==> src/pmi_pkg.sv <==
// Purpose: constants and types of the interrupt mask and acknowledge block
// Assumes: 8-bit register port driven by the serial slave on the same clock
// Notes:   offsets are the register addresses seen by the host
package pmi_pkg;
   localparam logic [7:0] PMI_SUPPLY_MASK_ADDR  = 8'h03;
   localparam logic [7:0] PMI_EVENT_MASK_ADDR   = 8'h04;
   localparam logic [7:0] PMI_SUPPLY_FLAGS_ADDR = 8'h05;
   localparam logic [7:0] PMI_EVENT_FLAGS_ADDR  = 8'h06;
   localparam logic [7:0] PMI_MASK_RESET        = 8'h00;
   localparam logic [7:0] PMI_FLAGS_RESET       = 8'h00;
   localparam logic [7:0] PMI_RDATA_UNMAPPED    = 8'h00;
   // event mask / flag bit positions
   localparam int PMI_CONV_DONE_BIT   = 7;
   localparam int PMI_HIZ_BIT         = 6;
   localparam int PMI_PIN2_EDGE_BIT   = 5;
   localparam int PMI_PIN1_EDGE_BIT   = 4;
   localparam int PMI_THERMAL_BIT     = 3;
   localparam int PMI_CHARGER_BIT     = 2;
   localparam int PMI_ABOVE_LIMIT_BIT = 1;
   localparam int PMI_BELOW_LIMIT_BIT = 0;

   typedef enum logic [1:0]
   {
      PMI_IDLE  = 2'b00,
      PMI_LATCH = 2'b01,
      PMI_HOLD  = 2'b11
   } pmi_state_e;

   typedef struct packed
   {
      pmi_state_e st;
      logic [7:0] mask1;
      logic [7:0] mask2;
      logic [7:0] flag1;
      logic [7:0] flag2;
      logic [7:0] prev1;
      logic [7:0] prev2;
      logic [7:0] rdata;
      logic       armed;
      logic       irq_n;
   } pmi_regs_s;
endpackage

==> src/pmi_irq_ctrl.sv <==
// Purpose: interrupt masking, flag latching and acknowledge handshake
// Assumes: status inputs are produced on clk_i; reg strobes mark only
//          completed host transfers, so an aborted transfer leaves no strobe
// Notes:   the line is low only in the hold state
`timescale 1ns/100ps
module pmi_irq_ctrl
   import pmi_pkg::*;
(
   // clock and reset
   input  wire logic       clk_i,
   input  wire logic       rstn_i,
   // monitored status levels
   input  wire logic [7:0] supply_fault_i,
   input  wire logic [7:0] event_status_i,
   // register port from serial slave
   input  wire logic [7:0] reg_addr_i,
   input  wire logic [7:0] reg_wdata_i,
   input  wire logic       reg_wr_i,
   input  wire logic       reg_rd_i,
   output logic      [7:0] reg_rdata_o,
   // interrupt line to host
   output logic            irq_n_o
);

   pmi_regs_s  r_q;
   pmi_regs_s  r_d;
   logic [7:0] hit1;
   logic [7:0] hit2;
   logic       ack_hit;
   logic       wr_sup_flags;
   logic       wr_evt_flags;

   always_comb
   begin
      r_d = r_q;
      // first cycle after reset only primes the history
      hit1 = r_q.armed ? ((supply_fault_i ^ r_q.prev1) & ~r_q.mask1)
                       : 8'h00;
      hit2 = r_q.armed ? ((event_status_i ^ r_q.prev2) & ~r_q.mask2)
                       : 8'h00;
      wr_sup_flags = reg_wr_i && (reg_addr_i == PMI_SUPPLY_FLAGS_ADDR);
      wr_evt_flags = reg_wr_i && (reg_addr_i == PMI_EVENT_FLAGS_ADDR);
      // a zero written over a set flag acknowledges
      ack_hit = (wr_sup_flags && ((r_q.flag1 & ~reg_wdata_i) != 8'h00)) ||
                (wr_evt_flags && ((r_q.flag2 & ~reg_wdata_i) != 8'h00));
      r_d.armed = 1'b1;
      // history tracks always, so changes during hold are simply lost
      r_d.prev1 = supply_fault_i;
      r_d.prev2 = event_status_i;
      if (reg_wr_i && reg_addr_i == PMI_SUPPLY_MASK_ADDR)
         r_d.mask1 = reg_wdata_i;
      if (reg_wr_i && reg_addr_i == PMI_EVENT_MASK_ADDR)
         r_d.mask2 = reg_wdata_i;
      // host can only clear flags; both flag registers AND in the written data
      if (r_q.st != PMI_LATCH && wr_sup_flags)
         r_d.flag1 = r_q.flag1 & reg_wdata_i;
      if (r_q.st != PMI_LATCH && wr_evt_flags)
         r_d.flag2 = r_q.flag2 & reg_wdata_i;
      case (r_q.st)
         PMI_IDLE:
         begin
            if ((hit1 | hit2) != 8'h00)
            begin
               r_d.flag1 = hit1;
               r_d.flag2 = hit2;
               r_d.st    = PMI_LATCH;
            end
         end
         PMI_LATCH: r_d.st = PMI_HOLD;
         PMI_HOLD:
         begin
            if (ack_hit)
               r_d.st = PMI_IDLE;
         end
         default: r_d.st = PMI_IDLE;
      endcase
      r_d.irq_n = (r_d.st != PMI_HOLD);
      case (reg_addr_i)
         PMI_SUPPLY_MASK_ADDR:  r_d.rdata = r_q.mask1;
         PMI_EVENT_MASK_ADDR:   r_d.rdata = r_q.mask2;
         PMI_SUPPLY_FLAGS_ADDR: r_d.rdata = r_q.flag1;
         PMI_EVENT_FLAGS_ADDR:  r_d.rdata = r_q.flag2;
         default:               r_d.rdata = PMI_RDATA_UNMAPPED;
      endcase
      if (!reg_rd_i)
         r_d.rdata = r_q.rdata;
   end

   always_ff @(posedge clk_i or negedge rstn_i)
   begin
      if (!rstn_i)
      begin
         r_q.st    <= PMI_IDLE;
         r_q.mask1 <= PMI_MASK_RESET;
         r_q.mask2 <= PMI_MASK_RESET;
         r_q.flag1 <= PMI_FLAGS_RESET;
         r_q.flag2 <= PMI_FLAGS_RESET;
         r_q.prev1 <= 8'h00;
         r_q.prev2 <= 8'h00;
         r_q.rdata <= PMI_RDATA_UNMAPPED;
         r_q.armed <= 1'b0;
         r_q.irq_n <= 1'b1;
      end
      else
         r_q <= r_d;
   end

   assign reg_rdata_o = r_q.rdata;
   assign irq_n_o     = r_q.irq_n;
endmodule // pmi_irq_ctrl

==> config.mk <==
export PLATFORM = sky130hd
export DESIGN_NAME = pmi_irq_ctrl
export DESIGN_NICKNAME = d
export VERILOG_FILES = /design/src/pmi_pkg.sv /design/src/pmi_irq_ctrl.sv
export SDC_FILE = /design/constraint.sdc
export NUM_CORES = 1
export LEC_CHECK = 0
export BUFFER_PORTS_ARGS = -buffer_cell sky130_fd_sc_hd__buf_2
export CORE_AREA = 2 2 110 112
export CTS_BUF_LIST = sky130_fd_sc_hd__clkbuf_4 sky130_fd_sc_hd__clkbuf_8 sky130_fd_sc_hd__clkbuf_16
export DETAILED_ROUTE_END_ITERATION = 16
export DIE_AREA = 0 0 112 114
export GPL_TIMING_DRIVEN = 0
export PLACE_DENSITY = 0.41
export REMOVE_ABC_BUFFERS = 1
export SETUP_SLACK_MARGIN = 0.5
export SKIP_LAST_GASP = 1
export SYNTH_ARGS = -nofsm -noshare
export SYNTH_HDL_FRONTEND = slang
export SYNTH_SLANG_ARGS = --single-unit
export TNS_END_PERCENT = 50
==> constraint.sdc <==
create_clock -name clk_i -period 2.58 [get_ports clk_i]
set_input_delay 0.258 -clock clk_i [delete_from_list [all_inputs] [get_ports clk_i]]
set_output_delay 0.258 -clock clk_i [all_outputs]
set_load 0.1 [all_outputs]
# Yosys cells after proc, flatten, opt, wreduce, memory -nomap -nowiden
# Cells that the tools add are included.
# totals
reg_bits	60
rom_bits	0
output_inout_bits	9
input_bits	36
wordCells	53
mem_bits_rw	0
n_memories	0
latch_bits	0
# classes
bitwise_logic	12
n_shift	0
n_addsub	0
eq_ne	8
n_div	0
mul	0
mux	10
reduce_logical	13
order_cmp	0
# op_table
cell	n
$and A8 B8 Y8	6
$mux W16	2
$mux W8	4
$pmux W8 S4	1
$eq A8 B3 Y1 const B	3
$not A8 Y8	3
$reduce_bool A8 Y1	3
$xor A8 B8 Y8	2
$eq A8 B2 Y1 const B	1
$logic_and A1 B1 Y1	8
$or A8 B8 Y8	1
$pmux W2 S3	1
$mux W2	2
$eq A2 B1 Y1 const B	1
$eq A2 B2 Y1 const B	1
$logic_not A2 Y1	1
$ne A2 B1 Y1 const B	1
$ne A2 B2 Y1 const B	1
$logic_or A1 B1 Y1	1

# Logic depth before layout (Yosys ltp)
# Gate-level depths: netlist of run 1.
# depth
depth_word	8
mapped_depth	8
ltp_nobuf	5

# Worst setup path before layout of run 1
# Ideal clock, no wire load.
# synth_path
path_kind	register to register
startpoint	reg r_q[1] (netlist bit)
endpoint	reg r_q[31] (netlist bit)
stages_incl_launch_ff	9
slack_ns	0.739
period_less_slack_ns	1.841
t_arrival_ns	1.714
required_time_ns	2.453
n_path_buf	4
setup_ns	0.127
path_cell_list	dfrtp_1 -> clkbuf_1 -> buf_2 -> nand3b_1 -> nand4_1 -> o41a_1 -> buf_2 -> buf_4 -> mux2i_1
# synth_rtl
element	line	text
from (decl)	pmi_irq_ctrl.sv:25	pmi_regs_s r_q;
from (signal assigned)	pmi_irq_ctrl.sv:105	r_q <= r_d;

==> metrics.yaml, run 1 <==
rsz0062_at_grt: "false"
clk-insertion-delay-late_ns: 0.32
synth-seq-cells: 60
place_area_um2: 3160
hp-class: "in2async"
io_pins: 45
power_mw: 2.46
die_w_um: 112
crit_chain: "nand3b_1, nand4_1, o41a_4, nand2b_1"
fill_cells: 1250
setup_tns_ns: 0
fin_crit_ns: 1.88
final.setup_skew_ns: 0.00730
max_slew_margin_pct: 46.9
multi_input_area_um2: 1170
drive_above_1_share_pct: 33.0
final_area_um2: 3470
yosysSeqAreaShare_pct: 52.6
drtPass1Iterations: 4
setup.worst_path.start: "r_q[1]"
cp_max_fo: 17
crit_path_top_delay_cell: "o41a_4"
ant_nets: 0
coreArea_um2: 11700
slowest_delay_ns: 0.66
cts_tree: "done"
rows: 40
yosysWarnings: 0
rr_startpoint: "r_q[1]"
p_leak_nw: 1.51
path_clk_slew_ns: 0.05
worst_setup_path_end_kind: "flop"
dp_hpwl_um: 5140
path_buf_inv: 0
syn_to_final_growth_pct: 21.5
tightest_slew_ns: 0.797
vias: 1960
stdcell_count: 429
grt_max_degree: 61
drt-total-wl_um: 7290
powerDensity_nw_per_um2: 708
met1Wirelength_um: 3600
synth_edf_count: 0
cp-start-kind: "flop"
grt-ovfl-total: 0
utilization_pct: 29.6
yosys.area.top_type: "dfrtp_1"
status: "completed"
drc: 0
synth_top_area_share_pct: 51.7
final_max_slew_viol_count: 0
regArea_um2: 1500
wl_met2_um: 3390
fin_crit_sh_pct: 73.0
place_congestion: 0.767
synth_cell_types: 36
drt-initial-drc-count: 101
clock.fmax_mhz: 531
final_nets: 315
diodes: 0
grt_pass1_wl_um: 11500
port_buffers: 44
wire_per_inst_um: 17.0
fp.dieArea_um2: 12800
drv_cap: 0
crit_required_ns: 2.78
critPathKind: "reg2reg"
crit_family: "compound AO/OA/AOI/OAI gates"
cp.arrival_ns: 2.08
synth_area_leaders: "dfrtp_1 (52%), mux2_2 (6.3%), mux2i_1 (5.6%)"
htree_levels: 3
synth_area_um2: 2860
ctsHoldBuffers: 0
setup_viol: 0
cts-root-buf: "clkbuf_16"
cts_setup_buffers: 0
yosysMostFrequentCell: "dfrtp_1"
cts.sinks: 60
clock_path_buffers: 2
start_util_pct: 24.4
dp.cells: 415
syn_area_per_cell_um2: 12.0
track_usage_pct: 12.0
cts_inserted_buffers: 9
hold_viol: 0
synthFlopType: "dfrtp_1"
postSynthCellCount: 239
fp.dieH_um: 114
grt_pass1_vias: 2065
ir_worst_vdd_mv: 0.239
async_flop_share_pct: 100
synth_common_cells: "dfrtp_1 (59), inv_1 (25), nand3b_1 (17)"
top_layer_used: "met4"
wl_met3_um: 221
viasPerCell: 4.57
antenna_found_initial: 0
==> state kept, by name, summed over array words and instances (netlist names) <==
signal and cells:
reg_rdata_o 8, irq_n_o 1, r_q 51
==> where the power goes <==
group | switching, mW | internal [mW]
clock | 0.391 | 0.797
sequential | 0.0389 | 1.00
combinational | 0.141 | 0.0890
==> layout by cell type (no fill, tap or decap), types with 4 or more instances in the layout <==
cell,n
mux2_2,16
dfrtp_1,58
mux2i_1,16
o21ai_0,16
inv_1,25
a22o_2,8
o22ai_1,16
a221oi_1,8
nand3b_1,17
nand4_1,4
buf_2,43
xor2_1,16
clkbuf_16,9
==> layer usage <==
layer,track usage [%],vias up
met4,4.63,0
met2,18.2,44
li1,-,943
met5,0,-
met1,16.8,964
met3,2.66,9
==> repair_timing <==
action,in CTS,in global routing
endpoints found under the setup margin,17,8
pin swaps,0,0
gates resized for setup,3,1
==> kinds of logic after synthesis <==
logic type / after synthesis / synth area share, %
and+or+nand+nor: 39 / 10.7
buffers and inverters: 40 / 6.92
xor gates and xnor gates: 17 / 5.21
DFF: 60 / 52.6
AOI/OAI and AO/OA: 50 / 12.5
other: 1 / 0.131
muxes: 32 / 11.9
==> worst register-to-register path: stages (launching register included) <==
cell,delay (ns)
dfrtp_2,0.54
nand3b_1,0.18
nand4_1,0.17
o41a_4,0.66
nand2b_1,0.21
==> area by class of cell <==
cell class | count | share of cell area [%]
Timing Repair Buffer | 44 | 6.42
Clock buffer | 12 | 7.50
Tap cell | 147 | 5.30
Inverter | 25 | 2.70
Clock inverter | 2 | 1.01
Sequential cell | 60 | 43.3
Multi-Input combinational cell | 139 | 33.7
==> stage by stage <==
stage          setup WS [ns]  hold WS (ns)
4_1_cts                0.511        0.0544
5_1_grt                0.536        0.0566
3_5_place_dp          0.0662         0.395
2_1_floorplan          0.750       -0.0376
6_report               0.697        0.0216
3_3_place_gp          0.0751         0.391
==> path summary, 6_finish.rpt <==
check	end	slack [ns]	cells after the start
min in group clk_i	r_q[25]	0.06	1
min	r_q[19]	0.02	1
max reg2reg	r_q[58]	0.70	4
max in group asynchronous	r_q[1]	2.01	1
max	r_q[58]	0.70	4
min reg2reg	reg_rdata_o[7]	0.52	2
Power figures use the tool's default switching activity.
==> run 2, diff against run 1 <==
clock period = 1.9 ns   (was 2.58 ns; I/O delays follow)
==> metrics.yaml, run 2 (synthesis gave the netlist of run 1 again) <==
grt_max_degree: 61  # unchanged
die_w_um: 112  # unchanged
critPathKind: "reg2reg"  # unchanged
crit_required_ns: 2.10  # was 2.78 ns
rr_worst_depth: 4  # unchanged
clock_path_buffers: 2  # unchanged
layout.cells.most_common_list: "dfrtp_1 (58), buf_2 (42), inv_1 (25)"  # was dfrtp_1 (58), buf_2 (43), inv_1 (25)
antenna_found_initial: 0  # unchanged
largest_register: "r_q"  # unchanged
p_leak_nw: 1.69  # was 1.51 nW
place_ws_ns: -0.614  # was 0.0662 ns
holdPathEnd: "r_q[54]"
path_clk_slew_ns: 0.05  # about the same
cts.sinks: 60  # unchanged
max_slew_margin_pct: 46.3  # was 46.9%
track_usage_pct: 12.6  # was 12.0%
hold_viol: 0  # unchanged
start_util_pct: 24.4  # unchanged
rr_startpoint: "r_q[1]"  # unchanged
fp.dieH_um: 114  # unchanged
drc: 0  # unchanged
final_max_slew_viol_count: 0  # unchanged
place_area_um2: 3160  # unchanged
rsz0062_at_grt: "true"  # was false
use_met2_pct: 19.6  # was 18.2%
clk-insertion-delay-late_ns: 0.32  # about the same
holdCritStartpoint: "reg_wdata_i[4]"
grt_pass1_wl_um: 12200  # was 11500 µm
drt-initial-drc-count: 88  # was 101
fp.dieArea_um2: 12800  # unchanged
setup_tns_ns: 0  # unchanged
grt_use_met3_pct: 2.71  # was 2.66%
status: "completed"  # unchanged
cts_tree: "done"  # unchanged
diodes: 0  # unchanged
p_switching_mw: 0.809  # was 0.571 mW
setup_viol: 0  # unchanged
drv_cap: 0  # unchanged
r2r_slack_ns: 0.004  # was 0.70 ns
place_congestion: 0.767  # unchanged
port_buffers: 44  # unchanged
drtPass1Iterations: 4  # unchanged
tightest_slew_ns: 0.805  # was 0.797 ns
ir_worst_vdd_mv: 0.321  # was 0.239 mV
cp-start-kind: "flop"  # unchanged
rr_endpoint: "r_q[58]"  # unchanged
wire_per_inst_um: 17.1  # was 17.0 µm
fin_crit_ns: 1.90  # was 1.88 ns
rows: 40  # unchanged
ant_nets: 0  # unchanged
cts_inserted_buffers: 9  # unchanged
worst_setup_path_end_kind: "flop"  # unchanged
fin_crit_sh_pct: 99.8  # was 73.0%
switching_share_pct: 23.7  # was 23.2%
fin_ws_ns: 0.00442  # was 0.697 ns
largest_register_ffs: 51  # unchanged
seq_power_share_pct: 41.2  # was 42.3%
grt-ovfl-total: 0  # unchanged
hp-class: "in2reg"  # was in2async
cts-root-buf: "clkbuf_16"  # unchanged
pwr-share-clk_pct: 47.2  # was 48.3%
powerDensity_nw_per_um2: 878  # was 708 nW/µm²
use_met1_pct: 17.3  # was 16.8%
viasPerCell: 4.56  # was 4.57
layout_commonest_cell: "dfrtp_1"  # unchanged
utilization_pct: 33.2  # was 29.6%
final_area_um2: 3890  # was 3470 µm²
cp.arrival_ns: 2.09  # was 2.08 ns
htree_levels: 3  # unchanged
final.setup_skew_ns: 0.00749  # was 0.00730 ns
fill_cells: 1223  # was 1250
hold_depth: 2
drt-total-wl_um: 7900  # was 7290 µm
cp_max_fo: 13  # was 17
drive_above_1_share_pct: 36.8  # was 33.0%
dp_hpwl_um: 5140  # unchanged
power_mw: 3.42  # was 2.46 mW
top_usage_layer: "met2"  # unchanged
coreArea_um2: 11700  # unchanged
combPwrFrac_pct: 11.5  # was 9.4%
p_int_mw: 2.61  # was 1.89 mW
final_nets: 348  # was 315
io_pins: 45  # unchanged
syn_to_final_growth_pct: 36.3  # was 21.5%
vias: 2105  # was 1960
clock.fmax_mhz: 528  # was 531 MHz
grt_pass1_vias: 2200  # was 2065
[run 2: cell count changes in the layout (fill, tap and decap cells not counted), moves of 2 or more]
| cell | before | now |
|---|---|---|
| a221oi_2 | 0 | 2 |
| a221oi_1 | 8 | 6 |
| dlygate4sd3_1 | 0 | 17 |
| nor4_2 | 0 | 2 |
| buf_12 | 0 | 2 |
| buf_4 | 1 | 13 |
| nor4_1 | 2 | 0 |
[run 2: repair_timing]
item | CTS | global route
hold endpoints to repair | 41 | 0
cloned | 1 | 1
setup endpoints to repair | 44 | 44
hold buffers | 17 | 0
resized for setup | 14 | 8
buffers inserted | 4 | 10
pin swaps | 4 | 4
[run 2: metrics by stage]
step | instances | hold WS (ns)
4_1_cts | 451 | 0.179
6_report | 462 | 0.189
5_1_grt | 462 | 0.199
3_5_place_dp | 415 | 0.327
2_1_floorplan | 224 | -0.106
3_3_place_gp | 415 | 0.323
[run 2: routing by layer]
metal / vias to the layer above / share of wire (%)
li1: 1009 / -
met1: 1046 / 49
met2: 40 / 47
met3: 10 / 3.0
met4: 0 / 1.2
met5: - / 0
[run 2: power groups by stage]
stage	Combinational, mW	Sequential [mW]	Clock [mW]
2_1_floorplan	0.150	1.44	0
3_3_place_gp	0.313	1.43	0
3_5_place_dp	0.316	1.43	0
4_1_cts	0.363	1.41	1.68
5_1_grt	0.438	1.42	1.73
6_report	0.395	1.41	1.61
[run 2: cell type report]
class | count | area, µm² | area share [%]
multi-input combinational | 141 | 1280 | 33.0
inverter | 25 | 93.8 | 2.41
timing repair buffer | 75 | 529 | 13.6
sequential | 60 | 1510 | 38.7
clock buffer | 12 | 260 | 6.69
tap | 147 | 184 | 4.73
clock inverter | 2 | 35.0 | 0.900
[run 2: how the worst max path moves through the flow]
stage / start / endpoint / depth (start not counted)
after global routing: r_q[1] / r_q[58] / 4
after floorplan: r_q[1] / r_q[58] / 4
after global placement: r_q[1] / r_q[37] / 4
after detailed placement: r_q[1] / r_q[38] / 4
after CTS: r_q[1] / r_q[58] / 4
final: r_q[1] / r_q[58] / 4
[run 2: critical path, stage by stage, from the launching register on]
cell and delay [ns]:
dfrtp_4 0.57, nand3b_1 0.20, nand4_1 0.19, o41a_4 0.64
nand2b_1 0.18
==> run 3, diff against run 2 <==
PLACE_DENSITY = default   (was 0.41)
clock period = 2.1 ns   (was 1.9 ns; I/O delays follow)
==> metrics.yaml, run 3 (synthesis gave the netlist of run 1 again) <==
clk-insertion-delay-late_ns: 0.33  # was 0.32 ns
worst_setup_path_end_kind: "flop"  # unchanged
crit_chain: "buf_12, nand3b_1, nand4_1, o41a_4, mux2i_1"  # was nand3b_1, nand4_1, o41a_4, nand2b_1
crit_family: "compound AO/OA/AOI/OAI gates"  # unchanged
cp-start-kind: "flop"  # unchanged
final_nets: 326  # was 348
cts_inserted_buffers: 9  # unchanged
fin_crit_sh_pct: 88.0  # was 99.8%
setup.worst_path.start: "r_q[1]"  # unchanged
grt_max_degree: 61  # unchanged
crit_path_top_delay_cell: "o41a_4"  # unchanged
grt-ovfl-total: 0  # unchanged
antenna_found_initial: 0  # unchanged
largest_register_ffs: 51  # unchanged
rsz0062_at_grt: "true"  # unchanged
hold_ws_ns: -0.0638  # was 0.189 ns
crit_required_ns: 2.31  # was 2.10 ns
grt_pass1_wl_um: 11500  # was 12200 µm
place_congestion: 0.815  # was 0.767
drt-initial-drc-count: 109  # was 88
cts.sinks: 60  # unchanged
die_w_um: 112  # unchanged
drive_above_1_share_pct: 36.9  # was 36.8%
fin_crit_ns: 1.85  # was 1.90 ns
drv_cap: 0  # unchanged
coreArea_um2: 11700  # unchanged
max_slew_margin_pct: 48.4  # was 46.3%
pwr-share-clk_pct: 47.1  # was 47.2%
ant_nets: 0  # unchanged
hold_viol: 59  # was 0
start_util_pct: 24.4  # unchanged
diodes: 0  # unchanged
htree_levels: 3  # unchanged
p_switching_mw: 0.739  # was 0.809 mW
fp.dieArea_um2: 12800  # unchanged
p_int_mw: 2.29  # was 2.61 mW
io_pins: 45  # unchanged
cts_tree: "done"  # unchanged
switching_share_pct: 24.4  # was 23.7%
clock.fmax_mhz: 541  # was 528 MHz
layout.cells.most_common_list: "dfrtp_1 (58), buf_2 (43), inv_1 (25)"  # was dfrtp_1 (58), buf_2 (42), inv_1 (25)
final_max_slew_viol_count: 0  # unchanged
status: "complete, but fails checks"  # was completed
viasPerCell: 4.66  # was 4.56
fp.dieH_um: 114  # unchanged
powerDensity_nw_per_um2: 834  # was 878 nW/µm²
drt-total-wl_um: 7250  # was 7900 µm
tightest_slew_ns: 0.774  # was 0.805 ns
port_buffers: 44  # unchanged
final.setup_skew_ns: 0.00530  # was 0.00749 ns
cp.arrival_ns: 2.06  # was 2.09 ns
largest_register: "r_q"  # unchanged
clock_path_buffers: 2  # unchanged
power_mw: 3.03  # was 3.42 mW
seq_power_share_pct: 42.0  # was 41.2%
drtPass1Iterations: 4  # unchanged
slowest_delay_ns: 0.65  # was 0.64 ns
rows: 40  # unchanged
violations: "negative hold slack"
syn_to_final_growth_pct: 27.2  # was 36.3%
vias: 2061  # was 2105
combPwrFrac_pct: 10.9  # was 11.5%
cp_max_fo: 8  # was 13
dp_hpwl_um: 4920  # was 5140 µm
utilization_pct: 31.0  # was 33.2%
rr_startpoint: "r_q[1]"  # unchanged
ir_worst_vdd_mv: 0.285  # was 0.321 mV
ctsHoldBuffers: 0  # was 17
grt_pass1_vias: 2251  # was 2200
path_buf_inv: 1  # was 0
cts-root-buf: "clkbuf_16"  # unchanged
p_leak_nw: 1.58  # was 1.69 nW
layout_commonest_cell: "dfrtp_1"  # unchanged
hp-class: "in2async"  # was in2reg
drc: 0  # unchanged
track_usage_pct: 11.8  # was 12.6%
critPathKind: "reg2reg"  # unchanged
wire_per_inst_um: 16.4  # was 17.1 µm
setup_viol: 0  # unchanged
path_clk_slew_ns: 0.05  # about the same
## run 3: layer usage
| layer | share of wire [%] | global-route usage (%) | vias to the layer above |
|---|---|---|---|
| met5 | 0 | 0 | - |
| li1 | - | - | 966 |
| met4 | 1.9 | 5.28 | 0 |
| met1 | 44 | 14.4 | 1026 |
| met3 | 5.8 | 4.04 | 13 |
| met2 | 48 | 19.1 | 56 |
## run 3: final timing paths
kind / end / slack (ns) / depth (start not counted)
worst max register to register: r_q[33] / 0.25 / 5
min in group clk_i: r_q[12] / 0.01 / 1
worst max-delay path: r_q[33] / 0.25 / 5
worst min-delay path: r_q[21] / -0.06 / 1
max in group asynchronous: r_q[46] / 1.63 / 1
worst min register to register: reg_rdata_o[7] / 0.52 / 2
## run 3: stage by stage
stage	hold WS, ns	std cells	setup TNS (ns)	area [µm²]	setup WS, ns
floorplan	-0.0856	224	0	2750	0.270
global placement	0.345	415	-5.56	3160	-0.288
detailed placement	0.346	415	-5.84	3160	-0.315
CTS	0.000890	438	0	3560	0.278
global route	0.00215	442	0	3630	0.180
finish	-0.0638	442	0	3630	0.253
## run 3: layout make-up
type / instances / area [µm²]
Inverter: 25 / 93.8
Fill cell: 1203 / 8080
Sequential cell: 60 / 1500
Clock inverter: 1 / 5.00
Tap cell: 147 / 184
Timing Repair Buffer: 53 / 307
Multi-Input combinational cell: 141 / 1250
Clock buffer: 15 / 289
## run 3: power by group through the flow
| stage | sequential (mW) | combinational (mW) | clock (mW) |
|---|---|---|---|
| finish | 1.27 | 0.330 | 1.43 |
| global route | 1.28 | 0.364 | 1.51 |
| CTS | 1.27 | 0.312 | 1.45 |
| detailed placement | 1.29 | 0.280 | 0 |
| global placement | 1.29 | 0.274 | 0 |
| floorplan | 1.31 | 0.136 | 0 |
## run 3: what timing repair did
item / 4_1_cts / 5_1_grt
buffers inserted: 5 / 4
cloned: 2 / 0
setup endpoints to repair: 43 / 43
gates resized for setup: 7 / 7
pin swaps: 2 / 3
